[config.mk]
export PLATFORM = sky130hd
export DESIGN_NAME = ascd_ctrl_top
export DESIGN_NICKNAME = d
export VERILOG_FILES = /design/src/include/ascd_pkg.sv /design/src/include/ascd_fmt_if.sv /design/src/ascd_readback_fmt.sv /design/src/ascd_ctrl_top.sv
export SDC_FILE = /design/constraint.sdc
export NUM_CORES = 1
export LEC_CHECK = 0
export ABC_AREA = 1
export BUFFER_PORTS_ARGS = -buffer_cell sky130_fd_sc_hd__buf_4
export CORE_MARGIN = 3
export CORE_UTILIZATION = 40
export DETAILED_ROUTE_END_ITERATION = 12
export PLACE_DENSITY = 0.63
export SYNTH_ARGS = -nofsm -noshare
export SYNTH_HDL_FRONTEND = slang
export SYNTH_SLANG_ARGS = --single-unit
[constraint.sdc]
create_clock -name i_ref_clk -period 2.95 [get_ports i_ref_clk]
set_input_delay 0 -clock i_ref_clk [delete_from_list [all_inputs] [get_ports i_ref_clk]]
set_output_delay 0 -clock i_ref_clk [all_outputs]
set_load 0.02 [all_outputs]
[src/include/ascd_pkg.sv]
// constants and types of the converter sequence and data control register
package ascd_pkg;

	// ====================================================
	// register map
	localparam logic [15:0] CTRL_OFFSET   = 16'h1108;
	localparam logic [15:0] RESULT_OFFSET = 16'h1180;
	localparam logic [31:0] CTRL_RESET    = 32'h00000000;
	localparam logic [31:0] CTRL_WMASK    = 32'h1F1FFD07;

	// ====================================================
	// field positions
	localparam int LAST_LSB   = 24;
	localparam int FIRST_LSB  = 16;
	localparam int COUNT_LSB  = 11;
	localparam int QUEUE_BIT  = 10;
	localparam int TRIG_BIT   = 8;
	localparam int DEPTH_LSB  = 1;
	localparam int FORMAT_BIT = 0;

	// ====================================================
	// field limits and widths
	localparam int SLOT_W  = 5;
	localparam int COUNT_W = 5;
	localparam int RAW_W   = 12;
	localparam int READ_W  = 16;
	localparam logic [4:0] SLOT_MAX  = 5'h17;
	localparam logic [4:0] COUNT_MAX = 5'h18;
	localparam logic [4:0] COUNT_MIN = 5'h01;
	localparam logic [4:0] SLOT_ONE  = 5'h01;

	// ====================================================
	// encodings
	localparam logic [1:0] DEPTH_12 = 2'h0;
	localparam logic [1:0] DEPTH_10 = 2'h1;
	localparam logic [1:0] DEPTH_8  = 2'h2;
	localparam logic [1:0] DEPTH_12B = 2'h3;

	typedef enum logic [1:0] {
		ASCD_ONE_SLOT_ONCE,
		ASCD_SPAN_ONCE,
		ASCD_ONE_SLOT_REPEAT,
		ASCD_SPAN_REPEAT
	} ascd_seq_mode_e;

	typedef enum logic [1:0] {
		ASCD_BITS_12,
		ASCD_BITS_10,
		ASCD_BITS_8
	} ascd_depth_e;

endpackage

[src/include/ascd_fmt_if.sv]
// carrier between the control block and the read-back formatter
`timescale 1ns/10ps
interface ascd_fmt_if;
	logic [ascd_pkg::RAW_W-1:0]  raw_result;
	ascd_pkg::ascd_depth_e       depth;
	logic                        signed_fmt;
	logic [ascd_pkg::READ_W-1:0] readback;

	modport ctrl (
		output raw_result,
		output depth,
		output signed_fmt,
		input  readback
	);
	modport fmt (
		input  raw_result,
		input  depth,
		input  signed_fmt,
		output readback
	);
endinterface

[src/ascd_readback_fmt.sv]
// read-back formatter: unsigned right aligned or signed left aligned
`timescale 1ns/10ps
module ascd_readback_fmt (
	// clock and reset
	input  wire logic i_ref_clk,
	input  wire logic i_rst_n,
	// carrier
	ascd_fmt_if.fmt   fmt_io
);
	// ====================================================
	// format selection
	logic [ascd_pkg::READ_W-1:0] unsigned_word;
	logic [ascd_pkg::READ_W-1:0] signed_word;
	logic [ascd_pkg::READ_W-1:0] readback_next;
	logic [ascd_pkg::READ_W-1:0] readback_reg;
	logic [ascd_pkg::RAW_W-1:0]  raw;

	assign raw = fmt_io.raw_result;
	assign unsigned_word = {4'h0, raw};

	// offset binary to two's complement: invert the top bit, push to bit 15
	always_comb begin
		signed_word = 16'h0000;
		case (fmt_io.depth)
			ascd_pkg::ASCD_BITS_10: signed_word = {~raw[9], raw[8:0], 6'h00};
			ascd_pkg::ASCD_BITS_8:  signed_word = {~raw[7], raw[6:0], 8'h00};
			default:                signed_word = {~raw[11], raw[10:0], 4'h0};
		endcase
	end

	assign readback_next = fmt_io.signed_fmt ? signed_word : unsigned_word;

	always_ff @(posedge i_ref_clk or negedge i_rst_n) begin
		if (!i_rst_n) begin
			readback_reg <= 16'h0000;
		end else begin
			readback_reg <= readback_next;
		end
	end

	assign fmt_io.readback = readback_reg;
endmodule

[src/ascd_ctrl_top.sv]
// converter sequence and data control register with apb slave
//
// Notes on behaviour
// - last slot of a sequence comes from bits 28-24, slots 0x00 to 0x17.
// - first or single slot comes from bits 20-16, slots 0x00 to 0x17.
// - samples moved per transfer trigger come from bits 15-11, up to 18h.
// - bit 10 set selects queue based result handling, clear selects direct.
// - transfer triggers are issued only while bit 8 is set.
// - transfer done clears bit 8; software sets it again for more triggers.
// - bits 2-1 select 12, 10 or 8 bit results for 0h, 1h, 2h.
// - depth value 3 behaves as 12 bits, like value 0.
// - results are always kept internally as unsigned binary.
// - bit 0 clear reads unsigned, set reads left aligned two's complement.
// - register sits at 1108h and resets to all zeros.
// - single modes use first slot only, span modes step first to last.
//
// Added by the designer: the APB slave port.
`timescale 1ns/10ps
module ascd_ctrl_top (
	// clock and reset
	input  wire logic        i_ref_clk,
	input  wire logic        i_reset_n,
	// apb slave
	input  wire logic        i_psel,
	input  wire logic        i_penable,
	input  wire logic        i_pwrite,
	input  wire logic [15:0] i_paddr,
	input  wire logic [31:0] i_pwdata,
	output logic      [31:0] o_prdata,
	output logic             o_pready,
	output logic             o_pslverr,
	// converter core
	input  wire logic [1:0]  i_sequence_mode_select,
	input  wire logic        i_seq_start,
	input  wire logic        i_sample_valid,
	input  wire logic [11:0] i_sample_data,
	output logic      [4:0]  o_conversion_slot,
	output logic             o_seq_busy,
	output logic             o_seq_done,
	output logic      [1:0]  o_bit_depth,
	output logic             o_queue_mode_enable,
	// transfer controller
	input  wire logic        i_transfer_done,
	output logic             o_transfer_trigger,
	output logic      [4:0]  o_samples_per_transfer,
	output logic      [15:0] o_readback_data
);
	// ====================================================
	// reset release
	logic rst_meta_reg;
	logic rst_n_reg;

	always_ff @(posedge i_ref_clk or negedge i_reset_n) begin
		if (!i_reset_n) begin
			rst_meta_reg <= 1'b0;
			rst_n_reg    <= 1'b0;
		end else begin
			rst_meta_reg <= 1'b1;
			rst_n_reg    <= rst_meta_reg;
		end
	end

	// ====================================================
	// apb decode
	logic sel_ctrl;
	logic sel_result;
	logic mapped;
	logic setup_phase;
	logic access_phase;
	logic wr_ctrl;

	assign sel_ctrl     = (i_paddr == ascd_pkg::CTRL_OFFSET);
	assign sel_result   = (i_paddr == ascd_pkg::RESULT_OFFSET);
	assign mapped       = sel_ctrl || sel_result;
	assign setup_phase  = i_psel && !i_penable;
	assign access_phase = i_psel && i_penable;
	assign wr_ctrl      = access_phase && i_pwrite && sel_ctrl;

	// zero wait states: every access completes in its first access cycle
	assign o_pready  = access_phase;
	assign o_pslverr = access_phase && !mapped;

	// ====================================================
	// control register
	logic [31:0] ctrl_reg;
	logic [31:0] ctrl_next;
	logic [31:0] ctrl_written;
	logic        trig_en_next;

	// writable fields only; reserved positions stay zero
	assign ctrl_written = i_pwdata & ascd_pkg::CTRL_WMASK;

	// a software write wins over a done in the same cycle, so a re-arm is kept
	always_comb begin
		trig_en_next = ctrl_reg[ascd_pkg::TRIG_BIT];
		if (wr_ctrl) begin
			trig_en_next = ctrl_written[ascd_pkg::TRIG_BIT];
		end else if (i_transfer_done) begin
			trig_en_next = 1'b0;
		end
	end

	always_comb begin
		ctrl_next = ctrl_reg;
		if (wr_ctrl) begin
			ctrl_next = ctrl_written;
		end
		ctrl_next[ascd_pkg::TRIG_BIT] = trig_en_next;
	end

	always_ff @(posedge i_ref_clk or negedge rst_n_reg) begin
		if (!rst_n_reg) begin
			ctrl_reg <= ascd_pkg::CTRL_RESET;
		end else begin
			ctrl_reg <= ctrl_next;
		end
	end

	// ====================================================
	// field views
	logic [4:0] last_slot;
	logic [4:0] first_slot;
	logic [4:0] count_field;
	logic       queue_en;
	logic       trig_en;
	logic [1:0] depth_field;
	logic       fmt_signed;

	assign last_slot   = ctrl_reg[ascd_pkg::LAST_LSB +: ascd_pkg::SLOT_W];
	assign first_slot  = ctrl_reg[ascd_pkg::FIRST_LSB +: ascd_pkg::SLOT_W];
	assign count_field = ctrl_reg[ascd_pkg::COUNT_LSB +: ascd_pkg::COUNT_W];
	assign queue_en    = ctrl_reg[ascd_pkg::QUEUE_BIT];
	assign trig_en     = ctrl_reg[ascd_pkg::TRIG_BIT];
	assign depth_field = ctrl_reg[ascd_pkg::DEPTH_LSB +: 2];
	assign fmt_signed  = ctrl_reg[ascd_pkg::FORMAT_BIT];

	assign o_queue_mode_enable = queue_en;

	// ====================================================
	// bit depth
	ascd_pkg::ascd_depth_e depth;

	always_comb begin
		case (depth_field)
			ascd_pkg::DEPTH_10: depth = ascd_pkg::ASCD_BITS_10;
			ascd_pkg::DEPTH_8:  depth = ascd_pkg::ASCD_BITS_8;
			default:            depth = ascd_pkg::ASCD_BITS_12;
		endcase
	end

	assign o_bit_depth = depth;

	// ====================================================
	// slot sequencer
	typedef enum logic {
		ASCD_IDLE,
		ASCD_RUN
	} ascd_seq_state_e;

	ascd_seq_state_e       state_reg;
	ascd_seq_state_e       state_next;
	ascd_pkg::ascd_seq_mode_e mode;
	logic [4:0]            slot_reg;
	logic [4:0]            slot_next;
	logic                  done_next;
	logic                  done_reg;
	logic                  span_mode;
	logic                  repeat_mode;
	logic                  at_end;

	assign mode        = ascd_pkg::ascd_seq_mode_e'(i_sequence_mode_select);
	assign span_mode   = (mode == ascd_pkg::ASCD_SPAN_ONCE) || (mode == ascd_pkg::ASCD_SPAN_REPEAT);
	assign repeat_mode = (mode == ascd_pkg::ASCD_ONE_SLOT_REPEAT) || (mode == ascd_pkg::ASCD_SPAN_REPEAT);
	// a span also stops at the top slot should first lie beyond last
	assign at_end      = !span_mode || (slot_reg == last_slot) || (slot_reg >= ascd_pkg::SLOT_MAX);

	always_comb begin
		state_next = state_reg;
		slot_next  = slot_reg;
		done_next  = 1'b0;
		case (state_reg)
			ASCD_IDLE: begin
				if (i_seq_start) begin
					state_next = ASCD_RUN;
					slot_next  = first_slot;
				end
			end
			ASCD_RUN: begin
				if (i_sample_valid) begin
					if (!at_end) begin
						slot_next = slot_reg + ascd_pkg::SLOT_ONE;
					end else if (repeat_mode) begin
						slot_next = first_slot;
					end else begin
						state_next = ASCD_IDLE;
						done_next  = 1'b1;
					end
				end
			end
			default: begin
				state_next = ASCD_IDLE;
			end
		endcase
	end

	always_ff @(posedge i_ref_clk or negedge rst_n_reg) begin
		if (!rst_n_reg) begin
			state_reg <= ASCD_IDLE;
			slot_reg  <= 5'h00;
			done_reg  <= 1'b0;
		end else begin
			state_reg <= state_next;
			slot_reg  <= slot_next;
			done_reg  <= done_next;
		end
	end

	assign o_conversion_slot = slot_reg;
	assign o_seq_busy        = (state_reg == ASCD_RUN);
	assign o_seq_done        = done_reg;

	// ====================================================
	// transfer trigger
	logic [4:0] per_trigger;
	logic [4:0] sample_cnt_reg;
	logic [4:0] sample_cnt_next;
	logic       batch_full;
	logic       trigger_next;
	logic       trigger_reg;

	// zero is taken as one sample; values above the maximum are clamped
	assign per_trigger = (count_field == 5'h00)             ? ascd_pkg::COUNT_MIN :
	                     (count_field > ascd_pkg::COUNT_MAX) ? ascd_pkg::COUNT_MAX :
	                                                          count_field;
	assign batch_full   = (sample_cnt_reg + ascd_pkg::COUNT_MIN) >= per_trigger;
	assign trigger_next = trig_en && i_sample_valid && batch_full;

	always_comb begin
		sample_cnt_next = sample_cnt_reg;
		if (!trig_en) begin
			sample_cnt_next = 5'h00;
		end else if (i_sample_valid) begin
			sample_cnt_next = batch_full ? 5'h00 : sample_cnt_reg + ascd_pkg::COUNT_MIN;
		end
	end

	always_ff @(posedge i_ref_clk or negedge rst_n_reg) begin
		if (!rst_n_reg) begin
			sample_cnt_reg <= 5'h00;
			trigger_reg    <= 1'b0;
		end else begin
			sample_cnt_reg <= sample_cnt_next;
			trigger_reg    <= trigger_next;
		end
	end

	assign o_transfer_trigger     = trigger_reg;
	assign o_samples_per_transfer = per_trigger;

	// ====================================================
	// result store and read-back
	logic [11:0] result_reg;
	ascd_fmt_if  fmt_bus ();

	// the raw word is kept unsigned whatever the read format
	always_ff @(posedge i_ref_clk or negedge rst_n_reg) begin
		if (!rst_n_reg) begin
			result_reg <= 12'h000;
		end else if (i_sample_valid) begin
			result_reg <= i_sample_data;
		end
	end

	assign fmt_bus.raw_result = result_reg;
	assign fmt_bus.depth      = depth;
	assign fmt_bus.signed_fmt = fmt_signed;

	ascd_readback_fmt u_fmt (
		.i_ref_clk (i_ref_clk),
		.i_rst_n   (rst_n_reg),
		.fmt_io    (fmt_bus)
	);

	assign o_readback_data = fmt_bus.readback;

	// ====================================================
	// read data
	logic [31:0] rdata_next;
	logic [31:0] rdata_reg;

	always_comb begin
		rdata_next = 32'h00000000;
		if (sel_ctrl) begin
			rdata_next = ctrl_reg & ascd_pkg::CTRL_WMASK;
		end else if (sel_result) begin
			rdata_next = {16'h0000, fmt_bus.readback};
		end
	end

	// captured in the setup cycle, presented during the access cycle
	always_ff @(posedge i_ref_clk or negedge rst_n_reg) begin
		if (!rst_n_reg) begin
			rdata_reg <= 32'h00000000;
		end else if (setup_phase && !i_pwrite) begin
			rdata_reg <= rdata_next;
		end
	end

	assign o_prdata = rdata_reg;
endmodule

==> results.md, run 1 <==
Timing:
- For this run, the top clock speed supported by timing is 0.475 GHz.
- The final number of hold-violating endpoints is 0.
- In this run the tightest slew margin relative to its limit is 24.9%.
- The minimum clock period after layout is 2100 ps.
- The part of the cycle the worst path needs is 71.3%.
- The number of setup violations in the final report is 0.
- Setup repair after global routing left no endpoint under its margin.
- The transition time of the tightest slew-check pin is 1130 ps.
- The clock arrives with 12.4 ps of skew.
- Setup total negative slack on the finished layout was measured at 0 ps.
- The count of pins over their slew limit was 0.

Clock network:
- The CTS buffer count is 9.
- The H-tree depth reported by CTS is 3.
- The clock passes through at most 2 buffers.
- After clock tree synthesis, the setup repair step added 0 buffers.
- The later pin in the worst-skew pair is clocked with a latency of 350 ps.
- The clock net sink count is 89.
- The buffer cell driving the clock tree root is sky130_fd_sc_hd__clkbuf_8.
- The CTS tree is done.
- The clock-pin slew reported for the worst setup and hold paths after clock tree synthesis is 90 ps.

Synth:
- For this run, the number of Yosys warnings is 0.
- Counting every instance in the synthesized netlist gives 526.
- The cell area that synthesis handed to floorplanning was 4380 sq um.
- After synthesis the netlist holds a flip-flop and latch count of 89.
- For this run, the register share of the synthesized area comes to 50.8%.
- The number of distinct library cells after synthesis is 35.
- The average cell area after synthesis is 8.33 sq um.

Worst setup path:
- The destination of the worst register-to-register timing path is sample_cnt_reg[0].
- The worst setup path is of the reg -> reg kind.
- The worst setup path is launched from a flip-flop.
- Setup slack on the worst reg-to-reg path comes out at 850 ps.
- For the worst setup path, the data arrival time is 2360 ps.
- The type of element capturing the critical path is a flip-flop.
- For the worst setup path, the data required time is 3210 ps.
- Among all stages on the critical path, the largest delay is contributed by sky130_fd_sc_hd__dfrtp_1.
- The peak fanout along the critical path is 5.
- Traced cell by cell, the critical path runs through ha_1 -> nand3_1 -> xor2_1 -> ha_1 -> a21oi_1 -> o21a_1 -> nand3_1 -> o31ai_1.
- The startpoint of the worst register-to-register path is sample_cnt_reg[0].
- For the worst flop-to-flop path, the logic depth is 8.
- In this design, the stage delay of the slowest critical-path cell is 440 ps.

Routing:
- The overall routed net length is 11800 um.
- In this run, the number of DRC markers left after iteration 0 of detailed routing was 190.
- The pre-antenna-repair detailed-routing pass consisted of 4 iterations.
- The count of nets left with antenna violations once routing finished came out at 0.
- The final route contains 3945 vias.
- The final routed DRC violation total is 0.
- Using the TritonRoute via totals, the vias-per-cell ratio works out to 4.84.
- Dividing the detail-routed wire length by the instance count gives 14.4 um.

Floorplanning:
- The starting utilization of the core area is 41.7%.
- The floorplan die area is 12200 sq um.
- The die width is 111 um.
- The die extent in y is 111 um.
- The floorplan row count is 37.
- The total core area is 10500 sq um.
- The I/O pin count is 136.

GRT:
- Entering global routing, the biggest net connects 88 pins.
- The initial antenna violation count is 0.
- The number of global-route vias before repair is 3935.
- Global routing consumed, over all layers together, 19.5% of the routing resources.
- The global-route wire length before repair is 19500 um.
- Summed over all layers, the global routing overflow is 0.

Status:
- The flow ran to the end, and the final reports show no timing, DRC or antenna violations.

Place:
- The HPWL after detailed placement is 8560 um.
- The placer's final routability congestion estimate is 0.864.
- The count of buffers from port buffering is 117.

Final layout:
- Relative to the synthesized area, the layout overhead comes to 36.3%.
- For this run, the post-layout net count is 756.
- Leaving out fill and tap cells, the most frequent cell in the layout is sky130_fd_sc_hd__nand2_1.
- The repair_antennas step left the layout with diodes totalling 0.
- The number of flip-flops under the largest register name is 26.
- In the layout the commonest cells are sky130_fd_sc_hd__nand2_1 (139), sky130_fd_sc_hd__buf_4 (121), sky130_fd_sc_hd__dfrtp_1 (88), sky130_fd_sc_hd__inv_1 (77), sky130_fd_sc_hd__dlygate4sd3_1 (39).
- The proportion of layout cells with a drive suffix above 1 is 22.8%.

Pwr:
- The leakage power is 3.08 nW.
- For this design the ratio of total power to cell area is 437 nW/um^2.
- The total power after layout is 2.61 mW.
- Across the VDD grid, the largest voltage drop is 0.254 mV.

Worst hold path:
- Counting instances, the worst hold path has a depth of 3.
- The startpoint identified for the worst hold timing path is i_sample_valid.
- The path with the worst hold slack has its endpoint at fmt_bus.raw_result[5].
- The class of the worst hold path is in -> reg.

Job:
- The number of maximum-capacitance violations is 0.
-- cells by family after synthesis --
family | after synthesis | share of synthesized area, %
AOI/OAI and AO/OA | 95 | 12.3
buffers and inverters | 106 | 9.94
adders and majority gates | 11 | 3.14
DFF | 89 | 50.8
xor gates and xnor gates | 7 | 1.40
and+or+nand+nor | 216 | 22.2
other | 2 | 0.171
-- where the power goes --
group | leakage [nW] | switching (mW) | internal [mW]
combinational | 1.77 | 0.151 | 0.145
sequential | 1.19 | 0.0584 | 1.26
clock | 0.116 | 0.433 | 0.564
-- cell usage after synthesis, drive strengths merged --
library cell	n	area share (%)
nand2	144	13
dfrtp	89	51
inv	78	6.7
o21ai	58	6.6
nand3	33	4.5
nor2	24	2.4
buf	14	2.1
a21oi	13	1.8
clkbuf	13	1.1
ha	11	3.1
nand4	11	1.6
o22ai	7	1.0
xor2	6	1.2
o31ai	5	0.86
o211ai	4	0.69
a31oi	3	0.43
nand3b	3	0.51
a21o	2	0.34
conb	2	0.17
o221ai	2	0.40
clkinv	1	0.086
nor3	1	0.23
o21a	1	0.17
xnor2	1	0.20
-- what timing repair did --
action,in CTS,in global routing
hold buffers,39,0
gates resized for setup,0,0
endpoints found under the hold margin,36,0
-- layout make-up --
type	count	area (sq um)
well taps	136	170
repair buffers	160	1300
flip-flops and latches	89	2230
clock inverters	6	115
clock buffers	9	124
multi-input cells	336	1740
inverters	79	297
fillers	938	4540
-- critical path, delay by kind of cell (launching register included) --
family | cells | cell delay (ps)
fa+ha+maj | 2 | 550
compound gates | 3 | 540
flops | 1 | 440
simple gates | 2 | 270
xor+xnor | 1 | 210
-- worst max-delay path by stage --
stage	start	end	slack [ps]	cells after the start
6_report	sample_cnt_reg[0]	sample_cnt_reg[0]	850	8
5_1_grt	sample_cnt_reg[0]	sample_cnt_reg[0]	680	8
4_1_cts	sample_cnt_reg[0]	sample_cnt_reg[0]	870	8
3_5_place_dp	sample_cnt_reg[0]	sample_cnt_reg[0]	930	8
3_3_place_gp	sample_cnt_reg[0]	sample_cnt_reg[0]	970	8
2_1_floorplan	rst_n_reg	ctrl_reg[0]	290	0
-- routing by layer --
metal  vias up  global-route usage (%)  wire length, um
met1      1837                    25.8             5180
li1       1966                       -                -
met3        20                    3.77              652
met2       122                    32.0             5690
met4         0                    6.57              221
met5         -                       0                0
-- metrics by stage --
stage / hold slack [ps] / utilization (%) / std cells / worst slack, ps / area (sq um)
after global routing: 16.1 / 56.8 / 815 / 680 / 5970
after global placement: -217 / 50.9 / 761 / 973 / 5340
after CTS: 6.35 / 56.8 / 815 / 872 / 5970
after detailed placement: -216 / 50.9 / 761 / 929 / 5340
final: 19.1 / 56.8 / 815 / 846 / 5970
after floorplan: -296 / - / 531 / 288 / 4400
No activity file was read; power rests on OpenSTA's default activity.
==> inputs of run 2 (changes only) <==
- clock period: 2.95 -> 2.2 ns (I/O delays scaled with it)
==> results.md, run 2 (same netlist as run 1, synthesis figures left out) <==
Worst setup path:
- Among cell families on the critical path, the largest total delay comes from adder cells.
- The type of element capturing the critical path is a flip-flop.
- The startpoint kind of the worst setup timing path is a flip-flop.
- Data arrives at the worst endpoint at 2320 ps.
- The destination of the worst register-to-register timing path is sample_cnt_reg[0].
- The critical path's most frequent cell is sky130_fd_sc_hd__ha_1.
- The critical path is of the reg -> reg type.
- The critical path goes through ha_1 -> nand3_1 -> xor2_2 -> ha_1 -> a21oi_1 -> o21a_1 -> nand3_2 -> o31ai_1.
- Together, buffers and inverters on the worst path number 0.
- The startpoint identified for the worst register-to-register timing path is sample_cnt_reg[0].
- The slowest cell on the critical path is sky130_fd_sc_hd__dfrtp_1.
- The peak fanout along the critical path is 5.
- The depth of the most critical reg-to-reg path is 8.
- The minimum setup slack among reg-to-reg paths is 150 ps.
- The largest single stage delay on the critical path is 450 ps.
- The required time reported for the critical path endpoint is 2470 ps.

Clock network:
- The CTS buffer count is 9.
- The tree built by TritonCTS fans out to 89 sinks.
- Counting along the longest clock path gives a buffer depth of 2.
- In this run the clock root is driven by a sky130_fd_sc_hd__clkbuf_8.
- The later pin in the worst-skew pair is clocked with a latency of 360 ps.
- TritonCTS built the clock tree.
- The H-tree depth reported by CTS is 3.
- Clock-pin slew was measured on the worst setup and hold paths at 80 ps.

Floorplanning:
- The die extent in y is 111 um.
- Pin placement for this block handled 136 I/O pins.
- The die covers 12200 sq um.
- The floorplan has 37 rows.
- In this run the horizontal extent of the chip is 111 um.
- The starting utilization of the core area is 41.7%.
- After floorplanning, the core was sized to cover 10500 sq um.

GRT:
- The pin count of the biggest net entering global routing is 52.
- After global routing the overflow that remains totals 0.
- Global routing consumed, over all layers together, 19.8% of the routing resources.
- The global-route wire length before repair is 19700 um.
- The number of global-route vias before repair came to 3936.
- The initial antenna violation count was 0.

Timing:
- The clock skew after layout is 6.88 ps.
- Setup violations remaining at the end of the flow were counted as 0.
- The final number of hold-violating endpoints is 0.
- The part of the cycle the worst path needs is 93.1%.
- The transition time of the tightest slew-check pin is 1110 ps.
- The maximum achievable frequency is 0.488 GHz.
- Headroom to the max-slew limit came out at 25.8%.
- Hold timing on the final database bottoms out at a slack of 14.9 ps.
- Setup repair after global routing left no endpoint under its margin.
- The count of pins over their slew limit is 0.
- The setup TNS after final layout is 0 ps.
- The routed design could run at a clock period as short as 2050 ps.

Worst hold path:
- Counting instances, the worst hold path has a depth of 3.
- The worst hold path begins at i_sample_valid.
- The worst hold path belongs to the class in -> reg.
- For hold timing, the worst endpoint is fmt_bus.raw_result[5].

Final layout:
- The net count of the finished layout is 765.
- The top cell types in the final layout, fill and taps aside, are sky130_fd_sc_hd__nand2_1 (139), sky130_fd_sc_hd__buf_4 (126), sky130_fd_sc_hd__dfrtp_1 (88), sky130_fd_sc_hd__inv_1 (77), sky130_fd_sc_hd__dlygate4sd3_1 (42).
- The number of flip-flops under the largest register name is 26.
- The most common cell after layout, fill and taps aside is sky130_fd_sc_hd__nand2_1.
- The number of antenna cells inserted is 0.
- The area growth from synthesis to layout is 38.7%.
- In the final layout, the share of cells above drive strength 1 is 23.9%.
- With fillers left out, the area of the finished cells amounts to 6080 sq um.

Routing:
- The average vias per placed instance is 4.80.
- Across all layers, the routed design uses 3962 vias.
- The overall routed net length is 11900 um.
- The number of iterations in the first detailed-routing pass is 4.
- The remaining number of nets flagged by the antenna check after routing is 0.
- The starting DRC count in detailed routing is 223.
- The final routed DRC violation total is 0.
- The average detailed-routed wire length per instance is 14.4 um.

Place:
- Port buffering added 117 buffers.
- The placed standard-cell area is 5390 sq um.
- Detailed placement ended at an HPWL of 8550 um.
- The placer's final routability congestion estimate is 0.853.

Status:
- The flow ran to the end, and the final reports show no timing, DRC or antenna violations.

Job:
- The number of maximum-capacitance violations is 0.

Pwr:
- The power density over the cells is 574 nW/um^2.
- Across the VDD grid, the largest voltage drop is 0.382 mV.
- The leakage power is 3.14 nW.
- The completed layout was analyzed and its total power is 3.48 mW.
[run 2: timing repair]
action	in CTS	in global routing
endpoints found under the setup margin	0	4
resized for setup	0	3
setup buffers	0	1
endpoints found under the hold margin	36	0
hold buffers	42	0
[run 2: stage by stage]
stage	std cells	setup slack [ps]	util (%)
floorplan	531	236	-
global placement	766	233	51.3
detailed placement	766	124	51.3
CTS	824	101	57.6
global route	825	7.10	57.8
finish	825	152	57.8
[run 2: power breakdown]
group / total [mW] / switching, mW / internal, mW
sequential: 1.74 / 0.0592 / 1.68
clock: 1.31 / 0.575 / 0.733
combinational: 0.433 / 0.225 / 0.209
[run 2: worst register-to-register path: cells and delay by family (launching register included)]
family | cells | cell delay [ps]
flops | 1 | 450
xor+xnor | 1 | 170
simple gates | 2 | 250
compound gates | 3 | 540
fa+ha+maj | 2 | 540
[run 2: worst max-delay path by stage]
stage,start,end,slack (ps),depth (start not counted)
after CTS,sample_cnt_reg[0],sample_cnt_reg[0],100,8
after global routing,sample_cnt_reg[0],sample_cnt_reg[0],7,8
final,sample_cnt_reg[0],sample_cnt_reg[0],150,8
after detailed placement,sample_cnt_reg[0],sample_cnt_reg[0],120,8
after global placement,sample_cnt_reg[0],sample_cnt_reg[0],230,8
after floorplan,ctrl_reg[15],sample_cnt_reg[0],240,9
[run 2: layout make-up]
class                           instances  area (sq um)
Clock buffer                           12           165
Clock inverter                          4          73.8
Fill cell                             930          4430
Inverter                               79           297
Multi-Input combinational cell        336          1750
Sequential cell                        89          2230
Tap cell                              136           170
Timing Repair Buffer                  169          1390
[run 2: layer usage]
layer | GRT usage, % | up-vias | wire length, um
li1 | - | 1983 | -
met1 | 27.0 | 1864 | 5520
met2 | 31.7 | 106 | 5630
met3 | 5.08 | 9 | 640
met4 | 4.76 | 0 | 87
met5 | 0 | - | 0
==> inputs of run 3 (changes only) <==
- CORE_UTILIZATION: 40 -> 30
- PLACE_DENSITY: 0.63 -> 0.5
==> results.md, run 3 (same netlist as run 1, synthesis figures left out) <==
Clock network:
- Counting along the longest clock path gives a buffer depth of 2.
- Buffers inserted during clock tree synthesis total 9.
- In this run the post-CTS setup repair buffer count came out at 0.
- The tree built by TritonCTS fans out to 89 sinks.
- For the worst-skew pair, the clock arrives at the later sink with an insertion delay of 340 ps.
- The H-tree was split into 3 levels.
- The CTS tree is done.
- The buffer cell driving the clock tree root is sky130_fd_sc_hd__clkbuf_16.
- The clock-pin slew reported for the worst setup and hold paths after clock tree synthesis is 60 ps.

Timing:
- The final number of hold-violating endpoints was 0.
- After routing, the total negative slack on setup checks comes to 0 ps.
- Setup repair after global routing left no endpoint under its margin.
- Headroom to the max-slew limit came out at 22.5%.
- The count of pins over their slew limit came to 0.
- The part of the cycle the worst path needs is 95.0%.
- Setup violations remaining at the end of the flow were counted as 0.
- Clock skew on the completed layout was measured at 5.75 ps.
- The minimum clock period after layout is 2090 ps.
- Derived from the worst setup path, the maximum achievable clock frequency is 0.479 GHz.
- The transition time of the tightest slew-check pin is 1160 ps.
- The worst hold slack is 24.8 ps.

GRT:
- For this run, the total global-route usage over all layers was measured as 16.1%.
- The initial antenna violation count is 0.
- For this run the aggregate overflow at the end of global routing stands at 0.
- The number of global-route vias before repair is 3920.
- The global-route wire length before repair is 20300 um.
- Entering global routing, the biggest net connects 39 pins.

Worst setup path:
- The slowest stage of the critical path belongs to the cell sky130_fd_sc_hd__dfrtp_1.
- The endpoint identified for the worst register-to-register timing path is sample_cnt_reg[0].
- In this run the critical register-to-register path is launched from sample_cnt_reg[0].
- Data on the critical path is required at its endpoint by 2450 ps.
- Counting cells, the worst reg-to-reg path comes to 8.
- The critical path data arrival time is 2340 ps.
- The startpoint kind of the worst setup timing path is a flip-flop.
- Of all nets on the critical path, the largest fanout is 5.
- The number of buffers and inverters on the critical path is 0.
- The category of the critical setup timing path is reg -> reg.
- The kind of cell adding the most delay to the critical path is adder cells.
- The worst setup path is captured at a flip-flop.
- In this run the register-to-register setup slack is 110 ps.
- Walking the worst path, the cells encountered are ha_1 -> nand3_1 -> xor2_2 -> ha_1 -> a21oi_1 -> o21a_1 -> nand3_1 -> o31ai_2.
- In this design, the stage delay of the slowest critical-path cell is 440 ps.

Routing:
- The starting DRC count in detailed routing is 242.
- The number of iterations in the first detailed-routing pass is 4.
- The average detailed-routed wire length per instance is 14.4 um.
- The average vias per placed instance is 4.57.
- The final route contains 3945 vias.
- The remaining number of nets flagged by the antenna check after routing is 0.
- The final routed DRC violation total is 0.
- The routed design has 12400 um of wire.

Job:
- The tool flagged a number of max-cap violations equal to 0.

Final layout:
- Leaving out fill and tap cells, the most frequent cell in the layout is sky130_fd_sc_hd__nand2_1.
- The repair_antennas step left the layout with diodes totalling 0.
- The top cell types in the final layout, fill and taps aside, are sky130_fd_sc_hd__nand2_1 (139), sky130_fd_sc_hd__buf_4 (123), sky130_fd_sc_hd__dfrtp_1 (88), sky130_fd_sc_hd__inv_1 (77), sky130_fd_sc_hd__dlygate4sd3_1 (39).
- The proportion of layout cells with a drive suffix above 1 is 23.4%.
- Compared with the post-synthesis result, the final layout area differs by 40.4%.
- The register with the most flip-flops in the layout has 26 of them.
- Excluding fillers, the count of instances in the completed layout stands at 863.
- At the end of the flow, the number of nets in the layout was 760.
- After routing the design area is 6150 sq um.

Place:
- Including well taps, the total number of placed cells is 809.
- Port buffering added 117 buffers.
- The placed standard-cell area is 5450 sq um.
- The placer's final routability congestion estimate is 0.867.
- The HPWL after detailed placement is 9240 um.

Worst hold path:
- The hold path endpoint is fmt_bus.raw_result[11].
- The startpoint of the tightest hold check path is i_sample_valid.
- The worst hold path was traced through 3 stages.
- The worst hold path belongs to the class in -> reg.

Floorplanning:
- The die covers 16100 sq um.
- The die extent in y is 127 um.
- For this configuration, the core starts out at a cell density of 31.1%.
- The floorplan row count is 43.
- The die width is 127 um.
- 136 I/O pins were placed.
- The total core area is 14100 sq um.

Pwr:
- For this design the static power due to leakage is 3.15 nW.
- The power density over the cells is 604 nW/um^2.
- Across the VDD grid, the largest voltage drop is 0.339 mV.

Status:
- The flow ran to the end, and the final reports show no timing, DRC or antenna violations.
-- run 3: cell types whose count changed in the layout (fill, tap and decap cells not counted), moves of 3 or more --
cell and delta:
sky130_fd_sc_hd__dlygate4sd3_1 -3, sky130_fd_sc_hd__clkbuf_8 -10, sky130_fd_sc_hd__clkbuf_16 +9, sky130_fd_sc_hd__buf_4 -3
-- run 3: cell type report --
class	instances	area (sq um)
clock buffers	12	256
fillers	1408	7940
flip-flops and latches	89	2230
multi-input cells	336	1750
clock inverters	3	40.0
well taps	180	225
repair buffers	164	1350
inverters	79	297
-- run 3: what timing repair did --
item,in CTS,in global routing
hold buffers,39,0
setup endpoints to repair,0,2
endpoints found under the hold margin,36,0
gates resized for setup,0,2
-- run 3: where the power goes --
group          total, mW  switching, mW  leakage [nW]  internal, mW
sequential          1.75         0.0621          1.19          1.69
combinational      0.423          0.222          1.81         0.201
clock               1.55          0.614         0.148         0.932
total               3.72          0.899          3.15          2.82
-- run 3: worst reg2reg max path, cell delays in order, from the launching register on --
cell                      delay, ps
sky130_fd_sc_hd__dfrtp_1        440
sky130_fd_sc_hd__ha_1           250
sky130_fd_sc_hd__nand3_1        130
sky130_fd_sc_hd__xor2_2         190
sky130_fd_sc_hd__ha_1           280
sky130_fd_sc_hd__a21oi_1        140
sky130_fd_sc_hd__o21a_1         150
sky130_fd_sc_hd__nand3_1        170
sky130_fd_sc_hd__o31ai_2        240
-- run 3: how the worst max path moves through the flow --
stage,from,to,slack [ps],cells after the start
5_1_grt,sample_cnt_reg[0],sample_cnt_reg[0],7,8
4_1_cts,sample_cnt_reg[0],sample_cnt_reg[0],70,8
3_5_place_dp,sample_cnt_reg[0],sample_cnt_reg[0],100,8
2_1_floorplan,ctrl_reg[15],sample_cnt_reg[0],240,9
6_report,sample_cnt_reg[0],sample_cnt_reg[0],110,8
3_3_place_gp,sample_cnt_reg[0],sample_cnt_reg[0],220,8
-- run 3: per-stage QoR --
| stage | util (%) | total power [mW] | setup WS (ps) |
|---|---|---|---|
| after floorplan | - | 1.96 | 236 |
| after global placement | 38.7 | 2.15 | 219 |
| after detailed placement | 38.7 | 2.15 | 100 |
| after CTS | 43.6 | 3.78 | 72.4 |
| after global routing | 43.7 | 3.90 | 6.94 |
| final | 43.7 | 3.72 | 111 |
-- run 3: layer usage --
metal | part of all wire (%) | GRT usage (%) | routed length, um | vias up
met2 | 46 | 25.7 | 5750 | 119
met5 | 0 | 0 | 0 | -
met4 | 1.5 | 4.35 | 181 | 0
li1 | - | - | - | 1975
met1 | 46 | 21.6 | 5660 | 1834
met3 | 6.7 | 4.38 | 832 | 17
